$ cat src/rtl/fepc_map.svh
`ifndef FEPC_MAP_SVH
`define FEPC_MAP_SVH
// Function
// - eight registers in special-function space, reachable only in programming mode
// - mode bit 7 selects program flash, bit 6 selects data EEPROM
// - bit 5 program, bit 4 erase; with bit 1 they mean verify
// - mode bit 3 routes accesses to the page buffer
// - mode bit 2 targets the one-time-programmable area
// - mode bit 0 gates all program and erase; reads stay normal
// - control bit 7 flash bulk erase, bit 6 EEPROM bulk erase
// - exit field leaves programming mode only on code 11, self-clears
// - control bit 3 launches program or erase, self-clears after one clock
// - control bit 2 launches auto-verify, self-clears after one clock
// - control bit 1 strobe resets controller logic, self-clears
// - bit 0 low resets page buffer or checksum, per buffer bit
// - launches take their target from the address registers
// - indirect addressing only for program, erase and verify
// - reset values: zero, control 03H, status 80H
// - done flag low while operation runs, high when it ends
// - 10-bit timer at clock/128, stops at duration limit value

`define FEPC_OFS_MODE 8'hEA
`define FEPC_OFS_CTRL 8'hEB
`define FEPC_OFS_STAT 8'hEC
`define FEPC_OFS_TIME 8'hED
`define FEPC_OFS_ADRL 8'hF2
`define FEPC_OFS_ADRM 8'hF3
`define FEPC_OFS_ADRH 8'hF4
`define FEPC_OFS_DATA 8'hF5

`define FEPC_RST_MODE 8'h00
`define FEPC_RST_CTRL 8'h03
`define FEPC_RST_STAT 8'h80
`define FEPC_RST_ZERO 8'h00

`define FEPC_MB_MAIN 7
`define FEPC_MB_DATA 6
`define FEPC_MB_PGM 5
`define FEPC_MB_ERASE 4
`define FEPC_MB_PBUF 3
`define FEPC_MB_OTP 2
`define FEPC_MB_VFY 1
`define FEPC_MB_GATE 0

`define FEPC_CB_BULKM 7
`define FEPC_CB_BULKD 6
`define FEPC_CB_EXITH 5
`define FEPC_CB_EXITL 4
`define FEPC_CB_WRITE 3
`define FEPC_CB_READ 2
`define FEPC_CB_CRST 1
`define FEPC_CB_BRST 0

`define FEPC_SB_DONE 7
`define FEPC_SB_VGOOD 6

`define FEPC_PRESCALE 7'h7F
`endif

$ cat src/rtl/fepc_pkg.sv
package fepc_pkg;
   // request from the core's special-function bus
   typedef struct packed {
      logic wr;
      logic rd;
      logic [7:0] addr;
      logic [7:0] wdata;
   } fepc_sfr_req_t;
   // pulses and levels toward the memory macro
   typedef struct packed {
      logic prog_go;
      logic erase_go;
      logic verify_go;
      logic bulk_main;
      logic bulk_data;
      logic main_sel;
      logic data_sel;
      logic otp_sel;
      logic pbuf_sel;
      logic buf_clear;
      logic sum_clear;
      logic [23:0] addr;
   } fepc_mem_cmd_t;
   typedef enum logic [2:0] {
      FEPC_IDLE = 3'b001,
      FEPC_TIMED = 3'b010,
      FEPC_VERIFY = 3'b100
   } fepc_state_t;
endpackage : fepc_pkg

$ cat src/rtl/fepc_ctrl.sv
`include "fepc_map.svh"
module fepc_ctrl (
   input wire logic clock, // system clock
   input wire logic srst, // synchronous reset
   input wire logic prog_mode, // programming mode active
   input wire fepc_pkg::fepc_sfr_req_t sfr, // sfr access
   output logic [7:0] rdata, // read data
   output logic rd_hit, // this block answers the read
   output logic exit_req, // leave programming mode pulse
   output fepc_pkg::fepc_mem_cmd_t cmd, // command to the memory
   input wire logic verify_end, // auto-verify finished pulse
   input wire logic verify_ok, // auto-verify result
   input wire logic [23:0] checksum // checksum from the memory
);
   logic [7:0] mode_q, ctrl_q, stat_q, time_q, data_q;
   logic [23:0] adr_q;
   logic [6:0] pre_q;
   logic [9:0] tmr_q;
   fepc_pkg::fepc_state_t st_q;
   logic acc_wr, busy, do_write, do_read, ctl_reset, timer_hit, opmode;
   logic start_pe, start_vf, go_pe_q, go_vf_q;

   function automatic logic hit(input logic [7:0] a, input logic [7:0] o);
      hit = (a == o);
   endfunction : hit

   // a launch is taken from idle, or together with a controller reset
   function automatic logic may_start(input fepc_pkg::fepc_state_t s,
      input logic r);
      may_start = (s == fepc_pkg::FEPC_IDLE) || r;
   endfunction : may_start

   assign acc_wr = sfr.wr && prog_mode;
   assign busy = (st_q != fepc_pkg::FEPC_IDLE);
   assign opmode = mode_q[`FEPC_MB_PGM] || mode_q[`FEPC_MB_ERASE];
   assign do_write = acc_wr && hit(sfr.addr, `FEPC_OFS_CTRL) &&
      sfr.wdata[`FEPC_CB_WRITE];
   assign do_read = acc_wr && hit(sfr.addr, `FEPC_OFS_CTRL) &&
      sfr.wdata[`FEPC_CB_READ];
   // controller reset
   // acts on the write itself, so the usual launch code with the reset
   // bit set restarts the sequencer instead of killing the new operation
   assign ctl_reset = acc_wr && hit(sfr.addr, `FEPC_OFS_CTRL) &&
      sfr.wdata[`FEPC_CB_CRST];
   // accepted launches
   // launches while busy are dropped unless the controller reset bit is set; software polls the done flag first
   assign start_pe = do_write && mode_q[`FEPC_MB_GATE] && opmode &&
      may_start(st_q, ctl_reset);
   assign start_vf = do_read && mode_q[`FEPC_MB_GATE] &&
      mode_q[`FEPC_MB_VFY] && opmode && may_start(st_q, ctl_reset) &&
      !start_pe;
   assign timer_hit = (tmr_q == {2'b00, time_q});

   // mode register
   // reset values
   always_ff @(posedge clock) begin
      if (srst) begin
         mode_q <= `FEPC_RST_MODE;
      end else if (acc_wr && hit(sfr.addr, `FEPC_OFS_MODE)) begin
         mode_q <= sfr.wdata;
      end
   end

   // control register; strobes live exactly one clock
   // strobes read zero
   always_ff @(posedge clock) begin
      if (srst) begin
         ctrl_q <= `FEPC_RST_CTRL;
      end else if (acc_wr && hit(sfr.addr, `FEPC_OFS_CTRL)) begin
         ctrl_q <= sfr.wdata;
      end else begin
         // keep bulk enables, drop strobes; idle buffer reset reads one
         ctrl_q <= {ctrl_q[7:6], 5'h00, 1'b1};
      end
   end

   // duration limit, data and address registers
   always_ff @(posedge clock) begin
      if (srst) begin
         time_q <= `FEPC_RST_ZERO;
         data_q <= `FEPC_RST_ZERO;
         adr_q <= 24'h000000;
      end else if (acc_wr) begin
         if (hit(sfr.addr, `FEPC_OFS_TIME)) time_q <= sfr.wdata;
         if (hit(sfr.addr, `FEPC_OFS_DATA)) data_q <= sfr.wdata;
         if (hit(sfr.addr, `FEPC_OFS_ADRL)) adr_q[7:0] <= sfr.wdata;
         if (hit(sfr.addr, `FEPC_OFS_ADRM)) adr_q[15:8] <= sfr.wdata;
         if (hit(sfr.addr, `FEPC_OFS_ADRH)) adr_q[23:16] <= sfr.wdata;
      end
   end

   // operation sequencer; launches ignored while ungated, or while busy without the reset bit
   // gate bit
   always_ff @(posedge clock) begin
      if (srst) begin
         st_q <= fepc_pkg::FEPC_IDLE;
      end else if (start_pe) begin
         st_q <= fepc_pkg::FEPC_TIMED;
      end else if (start_vf) begin
         st_q <= fepc_pkg::FEPC_VERIFY;
      end else if (ctl_reset) begin
         st_q <= fepc_pkg::FEPC_IDLE;
      end else begin
         unique case (st_q)
            fepc_pkg::FEPC_IDLE: begin
               st_q <= fepc_pkg::FEPC_IDLE;
            end
            fepc_pkg::FEPC_TIMED: begin
               if (timer_hit && pre_q == `FEPC_PRESCALE)
                  st_q <= fepc_pkg::FEPC_IDLE;
            end
            fepc_pkg::FEPC_VERIFY: begin
               if (verify_end) st_q <= fepc_pkg::FEPC_IDLE;
            end
            default: st_q <= fepc_pkg::FEPC_IDLE;
         endcase
      end
   end

   always_ff @(posedge clock) begin
      if (srst || start_pe || st_q != fepc_pkg::FEPC_TIMED) begin
         pre_q <= 7'h00;
         tmr_q <= 10'h000;
      end else begin
         pre_q <= pre_q + 7'h01;
         if (pre_q == `FEPC_PRESCALE && !timer_hit) tmr_q <= tmr_q + 10'h001;
      end
   end

   // launch pulses toward the memory, one clock after the accepted write
   // go pulses
   always_ff @(posedge clock) begin
      if (srst) begin
         go_pe_q <= 1'b0;
         go_vf_q <= 1'b0;
      end else begin
         go_pe_q <= start_pe;
         go_vf_q <= start_vf;
      end
   end

   // status: done flag follows the sequencer, verify result latched
   // done flag
   always_ff @(posedge clock) begin
      if (srst) begin
         stat_q <= `FEPC_RST_STAT;
      end else begin
         stat_q[`FEPC_SB_DONE] <= !busy || (st_q == fepc_pkg::FEPC_TIMED
            && timer_hit && pre_q == `FEPC_PRESCALE) ||
            (st_q == fepc_pkg::FEPC_VERIFY && verify_end);
         if (st_q == fepc_pkg::FEPC_VERIFY && verify_end)
            stat_q[`FEPC_SB_VGOOD] <= verify_ok;
         else if (acc_wr && hit(sfr.addr, `FEPC_OFS_STAT))
            stat_q[`FEPC_SB_VGOOD] <= sfr.wdata[`FEPC_SB_VGOOD];
         stat_q[5:0] <= 6'h00;
      end
   end

   // read mux; address registers read back the checksum
   // reads gated
   always_comb begin
      rd_hit = sfr.rd && prog_mode;
      unique case (sfr.addr)
         `FEPC_OFS_MODE: rdata = mode_q;
         `FEPC_OFS_CTRL: rdata = ctrl_q;
         `FEPC_OFS_STAT: rdata = stat_q;
         `FEPC_OFS_TIME: rdata = time_q;
         `FEPC_OFS_ADRL: rdata = checksum[7:0];
         `FEPC_OFS_ADRM: rdata = checksum[15:8];
         `FEPC_OFS_ADRH: rdata = checksum[23:16];
         `FEPC_OFS_DATA: rdata = data_q;
         default: begin
            rdata = 8'h00;
            rd_hit = 1'b0;
         end
      endcase
   end

   assign exit_req = ctrl_q[`FEPC_CB_EXITH] && ctrl_q[`FEPC_CB_EXITL];

   // command outputs
   always_comb begin
      cmd.main_sel = mode_q[`FEPC_MB_MAIN];
      cmd.data_sel = mode_q[`FEPC_MB_DATA];
      cmd.otp_sel = mode_q[`FEPC_MB_OTP];
      cmd.pbuf_sel = mode_q[`FEPC_MB_PBUF];
      cmd.bulk_main = ctrl_q[`FEPC_CB_BULKM];
      cmd.bulk_data = ctrl_q[`FEPC_CB_BULKD];
      cmd.buf_clear = !ctrl_q[`FEPC_CB_BRST] && !mode_q[`FEPC_MB_PBUF];
      cmd.sum_clear = !ctrl_q[`FEPC_CB_BRST] && mode_q[`FEPC_MB_PBUF];
      cmd.addr = opmode ? adr_q : 24'h000000;
      // program or erase by mode bit
      cmd.prog_go = go_pe_q && mode_q[`FEPC_MB_PGM] &&
         !mode_q[`FEPC_MB_VFY];
      cmd.erase_go = go_pe_q && mode_q[`FEPC_MB_ERASE] &&
         !mode_q[`FEPC_MB_VFY];
      cmd.verify_go = go_vf_q;
   end


   strobe_clear_a: assert property (
      @(posedge clock) disable iff (srst)
      $rose(ctrl_q[`FEPC_CB_WRITE]) |=> !ctrl_q[`FEPC_CB_WRITE] ||
      $past(do_write)) else $error("write strobe stuck");
   done_low_a: assert property (
      @(posedge clock) disable iff (srst)
      (st_q == fepc_pkg::FEPC_IDLE && $past(st_q) == fepc_pkg::FEPC_IDLE
      ##1 st_q == fepc_pkg::FEPC_TIMED) |=> !stat_q[`FEPC_SB_DONE])
      else $error("done flag not low");
   exit_pulse_a: assert property (
      @(posedge clock) disable iff (srst)
      exit_req |-> $past(acc_wr) && $past(sfr.wdata[5:4]) == 2'b11)
      else $error("exit without code 11");
   gated_write_a: assert property (
      @(posedge clock) disable iff (srst)
      !$past(prog_mode) |-> $stable(mode_q)) else $error("write outside mode");
   timer_bound_a: assert property (
      @(posedge clock) disable iff (srst)
      tmr_q <= {2'b00, time_q} || !$stable(time_q))
      else $error("timer past limit");
   buf_clear_a: assert property (
      @(posedge clock) disable iff (srst)
      !(cmd.buf_clear && cmd.sum_clear)) else $error("both clears");

   launch_timed_a: assert property (
      @(posedge clock) disable iff (srst)
      (cmd.prog_go || cmd.erase_go) |-> st_q == fepc_pkg::FEPC_TIMED)
      else $error("program pulse without timed run");

   verify_state_a: assert property (
      @(posedge clock) disable iff (srst)
      cmd.verify_go |-> st_q == fepc_pkg::FEPC_VERIFY)
      else $error("verify pulse without verify run");

   done_busy_a: assert property (
      @(posedge clock) disable iff (srst)
      st_q != fepc_pkg::FEPC_IDLE && $past(st_q) != fepc_pkg::FEPC_IDLE &&
      !$past(start_pe || start_vf) |-> !stat_q[`FEPC_SB_DONE])
      else $error("done flag high while busy");

   gate_hold_a: assert property (
      @(posedge clock) disable iff (srst)
      !mode_q[`FEPC_MB_GATE] && st_q == fepc_pkg::FEPC_IDLE |=>
      st_q == fepc_pkg::FEPC_IDLE) else $error("launch while gate is off");

   ctl_reset_a: assert property (
      @(posedge clock) disable iff (srst)
      ctl_reset && !start_pe && !start_vf |=> st_q == fepc_pkg::FEPC_IDLE)
      else $error("controller reset ignored");

   reset_values_a: assert property (
      @(posedge clock) $past(srst) |-> mode_q == `FEPC_RST_MODE &&
      ctrl_q == `FEPC_RST_CTRL && stat_q == `FEPC_RST_STAT &&
      time_q == `FEPC_RST_ZERO) else $error("register not at reset value");

   timer_clear_a: assert property (
      @(posedge clock) disable iff (srst)
      $past(start_pe) |-> tmr_q == 10'h000 && pre_q == 7'h00)
      else $error("timer not cleared at start");

   verify_flag_a: assert property (
      @(posedge clock) disable iff (srst)
      st_q == fepc_pkg::FEPC_VERIFY && verify_end |=>
      stat_q[`FEPC_SB_DONE] && stat_q[`FEPC_SB_VGOOD] == $past(verify_ok))
      else $error("verify end not reported");

   buf_strobe_a: assert property (
      @(posedge clock) disable iff (srst)
      (cmd.buf_clear || cmd.sum_clear) |-> $past(acc_wr) &&
      $past(sfr.addr) == `FEPC_OFS_CTRL && !$past(sfr.wdata[`FEPC_CB_BRST]))
      else $error("buffer clear without write");

   strobe_zero_a: assert property (
      @(posedge clock) disable iff (srst)
      !$past(srst) && !$past(acc_wr && sfr.addr == `FEPC_OFS_CTRL) |->
      ctrl_q[5:1] == 5'h00) else $error("strobe bit did not clear");
endmodule : fepc_ctrl

$ cat config.mk
export PLATFORM = sky130hd
export DESIGN_NAME = fepc_ctrl
export DESIGN_NICKNAME = d
export VERILOG_FILES = /design/src/rtl/fepc_pkg.sv /design/src/rtl/fepc_ctrl.sv
export VERILOG_INCLUDE_DIRS = /design/src /design/src/rtl
export SDC_FILE = /design/constraint.sdc
export NUM_CORES = 1
export LEC_CHECK = 0
export BUFFER_PORTS_ARGS = -buffer_cell sky130_fd_sc_hd__buf_4
export CORE_MARGIN = 2
export CORE_UTILIZATION = 35
export CTS_CLUSTER_SIZE = 24
export DETAILED_ROUTE_END_ITERATION = 12
export MAX_ROUTING_LAYER = met4
export PLACE_DENSITY = 0.54
export SYNTH_ARGS = -nofsm -noshare
export SYNTH_HDL_FRONTEND = slang
export SYNTH_SLANG_ARGS = --single-unit
$ cat constraint.sdc
create_clock -name clock -period 1.9 [get_ports clock]
set_clock_uncertainty 0.15 [all_clocks]
set_input_delay 0.19 -clock clock [delete_from_list [all_inputs] [get_ports clock]]
set_output_delay 0.19 -clock clock [all_outputs]
set_load 0.05 [all_outputs]
==> run_results.csv <==
group,metric,value,unit
pwr,sw_frac_of_total,22.46,%
global_routing,antenna_found_initial,0,
sta,timing.final.crit_share,100.8,%
floorplanning,rows,39,
logic_synthesis,synthMuxAreaShare,12.69,%
logic_synthesis,syn_avg_cell_area,9.120,um^2
logic_synthesis,async_reset_ff_share,0,%
sta,rsz0062_at_grt,"yes",
pwr,power.share.sequential,44.0,%
floorplanning,die_area,12340,um^2
pwr,clkPwrFrac,49.1,%
cts,cts_tree,"built",
cts,cts_root_buf,"clkbuf_16",
finish,mostFrequentLayoutCells,"133 x buf_4, 70 x dfxtp_1, 60 x nor2_1",
sta,worst_slack,-0.01484,ns
floorplanning,io_pins,92,
pwr,p_comb_share,6.9,%
job,cap_violations,0,
setup_path,end_kind,"primary output",
logic_synthesis,synth.distinct_cells,56,
pwr,p_total,0.003815,W
setup_path,start_kind,"flop",
sta,fmax,0.5222,GHz
sta,max-slew-margin-rel,56.48,%
logic_synthesis,synth_adder_area_share,0.6236,%
setup_path,critical_path_buf_inv_count,1,
route,drc_errors,0,
cts,ctsHtreeMaxLevel,3,
setup_path,cp_top_family,"compound AO/OA/AOI/OAI gates",
place,dpl_cell_area,5189,um^2
finish,area_growth,43.03,%
cts,cts.clk_slew.worst_paths,0.06,ns
setup_path,cp_slowest_cell,"dfxtp_2",
pwr,switching_power,0.0008567,W
floorplanning,die_w,111.1,um
route,wl_per_cell,16.63,um
logic_synthesis,synth_fp_nets,489,
pwr,p_per_area,664.7,nW/um^2
outcome,failed_checks,"setup timing",
sta,setup_violations,1,
finish,diodes,0,
logic_synthesis,ys_seq_area_share,39.91,%
global_routing,grt_pass1_wl,18.97,mm
sta,holdWs,0.01178,ns
global_routing,grt_max_degree,62,
place,dp_slack,-0.1025,ns
route,drtIter0Drc,136,
finish,drive_gt1_share,38.43,%
logic_synthesis,synth_top_family_by_area,"simple AND/OR/NAND/NOR gates",
route,drt_pass1_iterations,5,
setup_path,arrival,1.57,ns
sta,slew_violations,0,
place,place_congestion,0.8980,
floorplanning,core_area,11320,um^2
setup_path,cp_data_required_time,1.56,ns
logic_synthesis,synth_ff_type,"dfxtp_1",
floorplanning,start_util,35.44,%
pwr,ir_drop,391.5,uV
route,num_vias,3662,
place,place_hpwl,8.673,mm
logic_synthesis,synthXorXnorAreaFrac,3.056,%
route,drtAntennaViolNets,0,
sta,hold_violations,0,
setup_path,crit_fanout,2,
floorplanning,die_h,111.1,um
logic_synthesis,syn_inst,440,
logic_synthesis,ys_seq_elements,80,
logic_synthesis,synth_edf_count,0,
finish,nNetsFinal,619,
cts,worst_skew_pair.late_latency,0.34,ns
pwr,p_leak,2.239,nW
logic_synthesis,synth_warnings,0,
place,io_buffers,91,
outcome,status,"finished with violations",
route,vias_per_cell,5.100,
setup_path,worstSetupPathType,"flop to primary output",
cts,cts.sink_count,80,
setup_path,path_cells,"a22oi_2, a2bb2oi_2, o221ai_2, a31o_2, buf_6",
finish,final_common_cell,"buf_4",
sta,setup-tns-final,-0.01484,ns
cts,clock_path_buffers,2,
sta,tightest_slew,0.6528,ns
setup_path,slowest_delay,0.34,ns
route,wl,11.94,mm
logic_synthesis,synth-simple-area-share,26.72,%
global_routing,grt_pass1_vias,3582,
logic_synthesis,syn_area,4013,um^2
logic_synthesis,synth_compound_area_share,12.82,%
global_routing,track_usage,19.88,%
cts,cts_made_buffers,9,
sta,period_needed,1.915,ns
min_path,holdCritPathClass,"primary input to flop",
global_routing,grt_overflow_total,0,
finish,fill_cells,1083,
finish,design_area,5739,um^2
pwr,internal-power,0.002958,W
## flip-flops by register name (all words and copies together) (netlist names)
signal,count
go_pe_q,1
go_vf_q,1
pre_q,7
adr_q,24
data_q,8
stat_q,2
time_q,8
tmr_q,10
st_q,3
ctrl_q,8
mode_q,8
## worst min-delay path, cell delays in order
cell and delay, ns:
buf_4 0.16, nand2_1 0.06, a21oi_1 0.05
## synthesized netlist by cell type (all sizes together), types with 3 or more instances
cell    number  area (um^2)
nand4        4        46.29
or3          5        31.28
nor3        10        72.57
a31o         3        26.28
o31ai        3        22.52
a21oi       18        90.09
and3         6        37.54
xor2         7        61.31
nand3b       3        22.52
a222oi       6        60.06
a31oi        3        18.77
nand3       10        55.05
xnor2        7        61.31
dfxtp       80         1602
o21ai        3        15.01
nor2b       27        168.9
a22oi       10        75.07
nand2       32        120.1
mux2i       43        430.4
nor4         6        112.6
a22o         6        52.55
nand2b      10        62.56
mux2         7        78.83
buf         15        92.59
clkbuf      16        60.06
nor2        61        229.0
inv          4        15.01
or4          4        30.03
and2         6        37.54
## kinds of logic (layout without fill, tap and decap cells)
family,count (synthesis),after routing
buffers and inverters,35,170
multiplexers,50,50
flip-flops,80,80
XOR/XNOR,14,14
AO/OA/AOI/OAI,69,69
AND/OR/NAND/NOR,190,190
adder cells (fa/ha/maj),2,2
## power groups by stage
stage / Clock (W) / Sequential (W) / Combinational, W
2_1_floorplan: 0 / 0.00172 / 0.0000992
3_3_place_gp: 0 / 0.00172 / 0.000247
3_5_place_dp: 0 / 0.00172 / 0.000249
4_1_cts: 0.00191 / 0.00168 / 0.000259
5_1_grt: 0.00198 / 0.00168 / 0.000281
6_report: 0.00187 / 0.00168 / 0.000263
## worst paths after layout
path,startpoint,end,slack [ns],cells after the start
setup / recovery,stat_q[6]$_SDFFE_PP0P_,rdata[6],-0.01,5
hold / removal,sfr[5],mode_q[5]$_SDFFE_PP0P_,0.01,3
hold reg to reg,mode_q[6]$_SDFFE_PP0P_,mode_q[6]$_SDFFE_PP0P_,0.32,2
setup reg to reg,pre_q[1]$_SDFF_PP0_,tmr_q[8]$_SDFFE_PP0P_,0.06,6
## layout make-up
| class | count | area, um^2 | share of cell area [%] |
|---|---|---|---|
| multi-input cells | 325 | 2380 | 41.46 |
| flip-flops and latches | 80 | 1614 | 28.12 |
| repair buffers | 150 | 1231 | 21.45 |
| clock buffers | 10 | 229.0 | 3.990 |
| well taps | 143 | 178.9 | 3.118 |
| clock inverters | 6 | 91.34 | 1.591 |
| inverters | 4 | 15.01 | 0.2616 |
## stage by stage
step | util (%) | instances
6_report | 50.70 | 718
3_5_place_dp | 45.83 | 691
5_1_grt | 50.70 | 718
3_3_place_gp | 45.83 | 691
4_1_cts | 49.58 | 713
2_1_floorplan | - | 440
## repair_timing
item                       in CTS  in global routing
resized for setup              13                 26
hold buffers                    5                  0
hold endpoints to repair        6                  0
buffers inserted                1                  5
pin swaps                       5                 14
setup endpoints to repair      10                 17
## metal layers
layer | global-route usage (%) | share of wire [%] | vias up
met1 | 26.22 | 47 | 1729
met3 | 5.030 | 6.0 | 11
met2 | 30.02 | 46 | 101
li1 | - | - | 1821
met5 | - | 0 | -
met4 | 6.584 | 1.5 | 0
No activity file was read; power rests on OpenSTA's default activity.
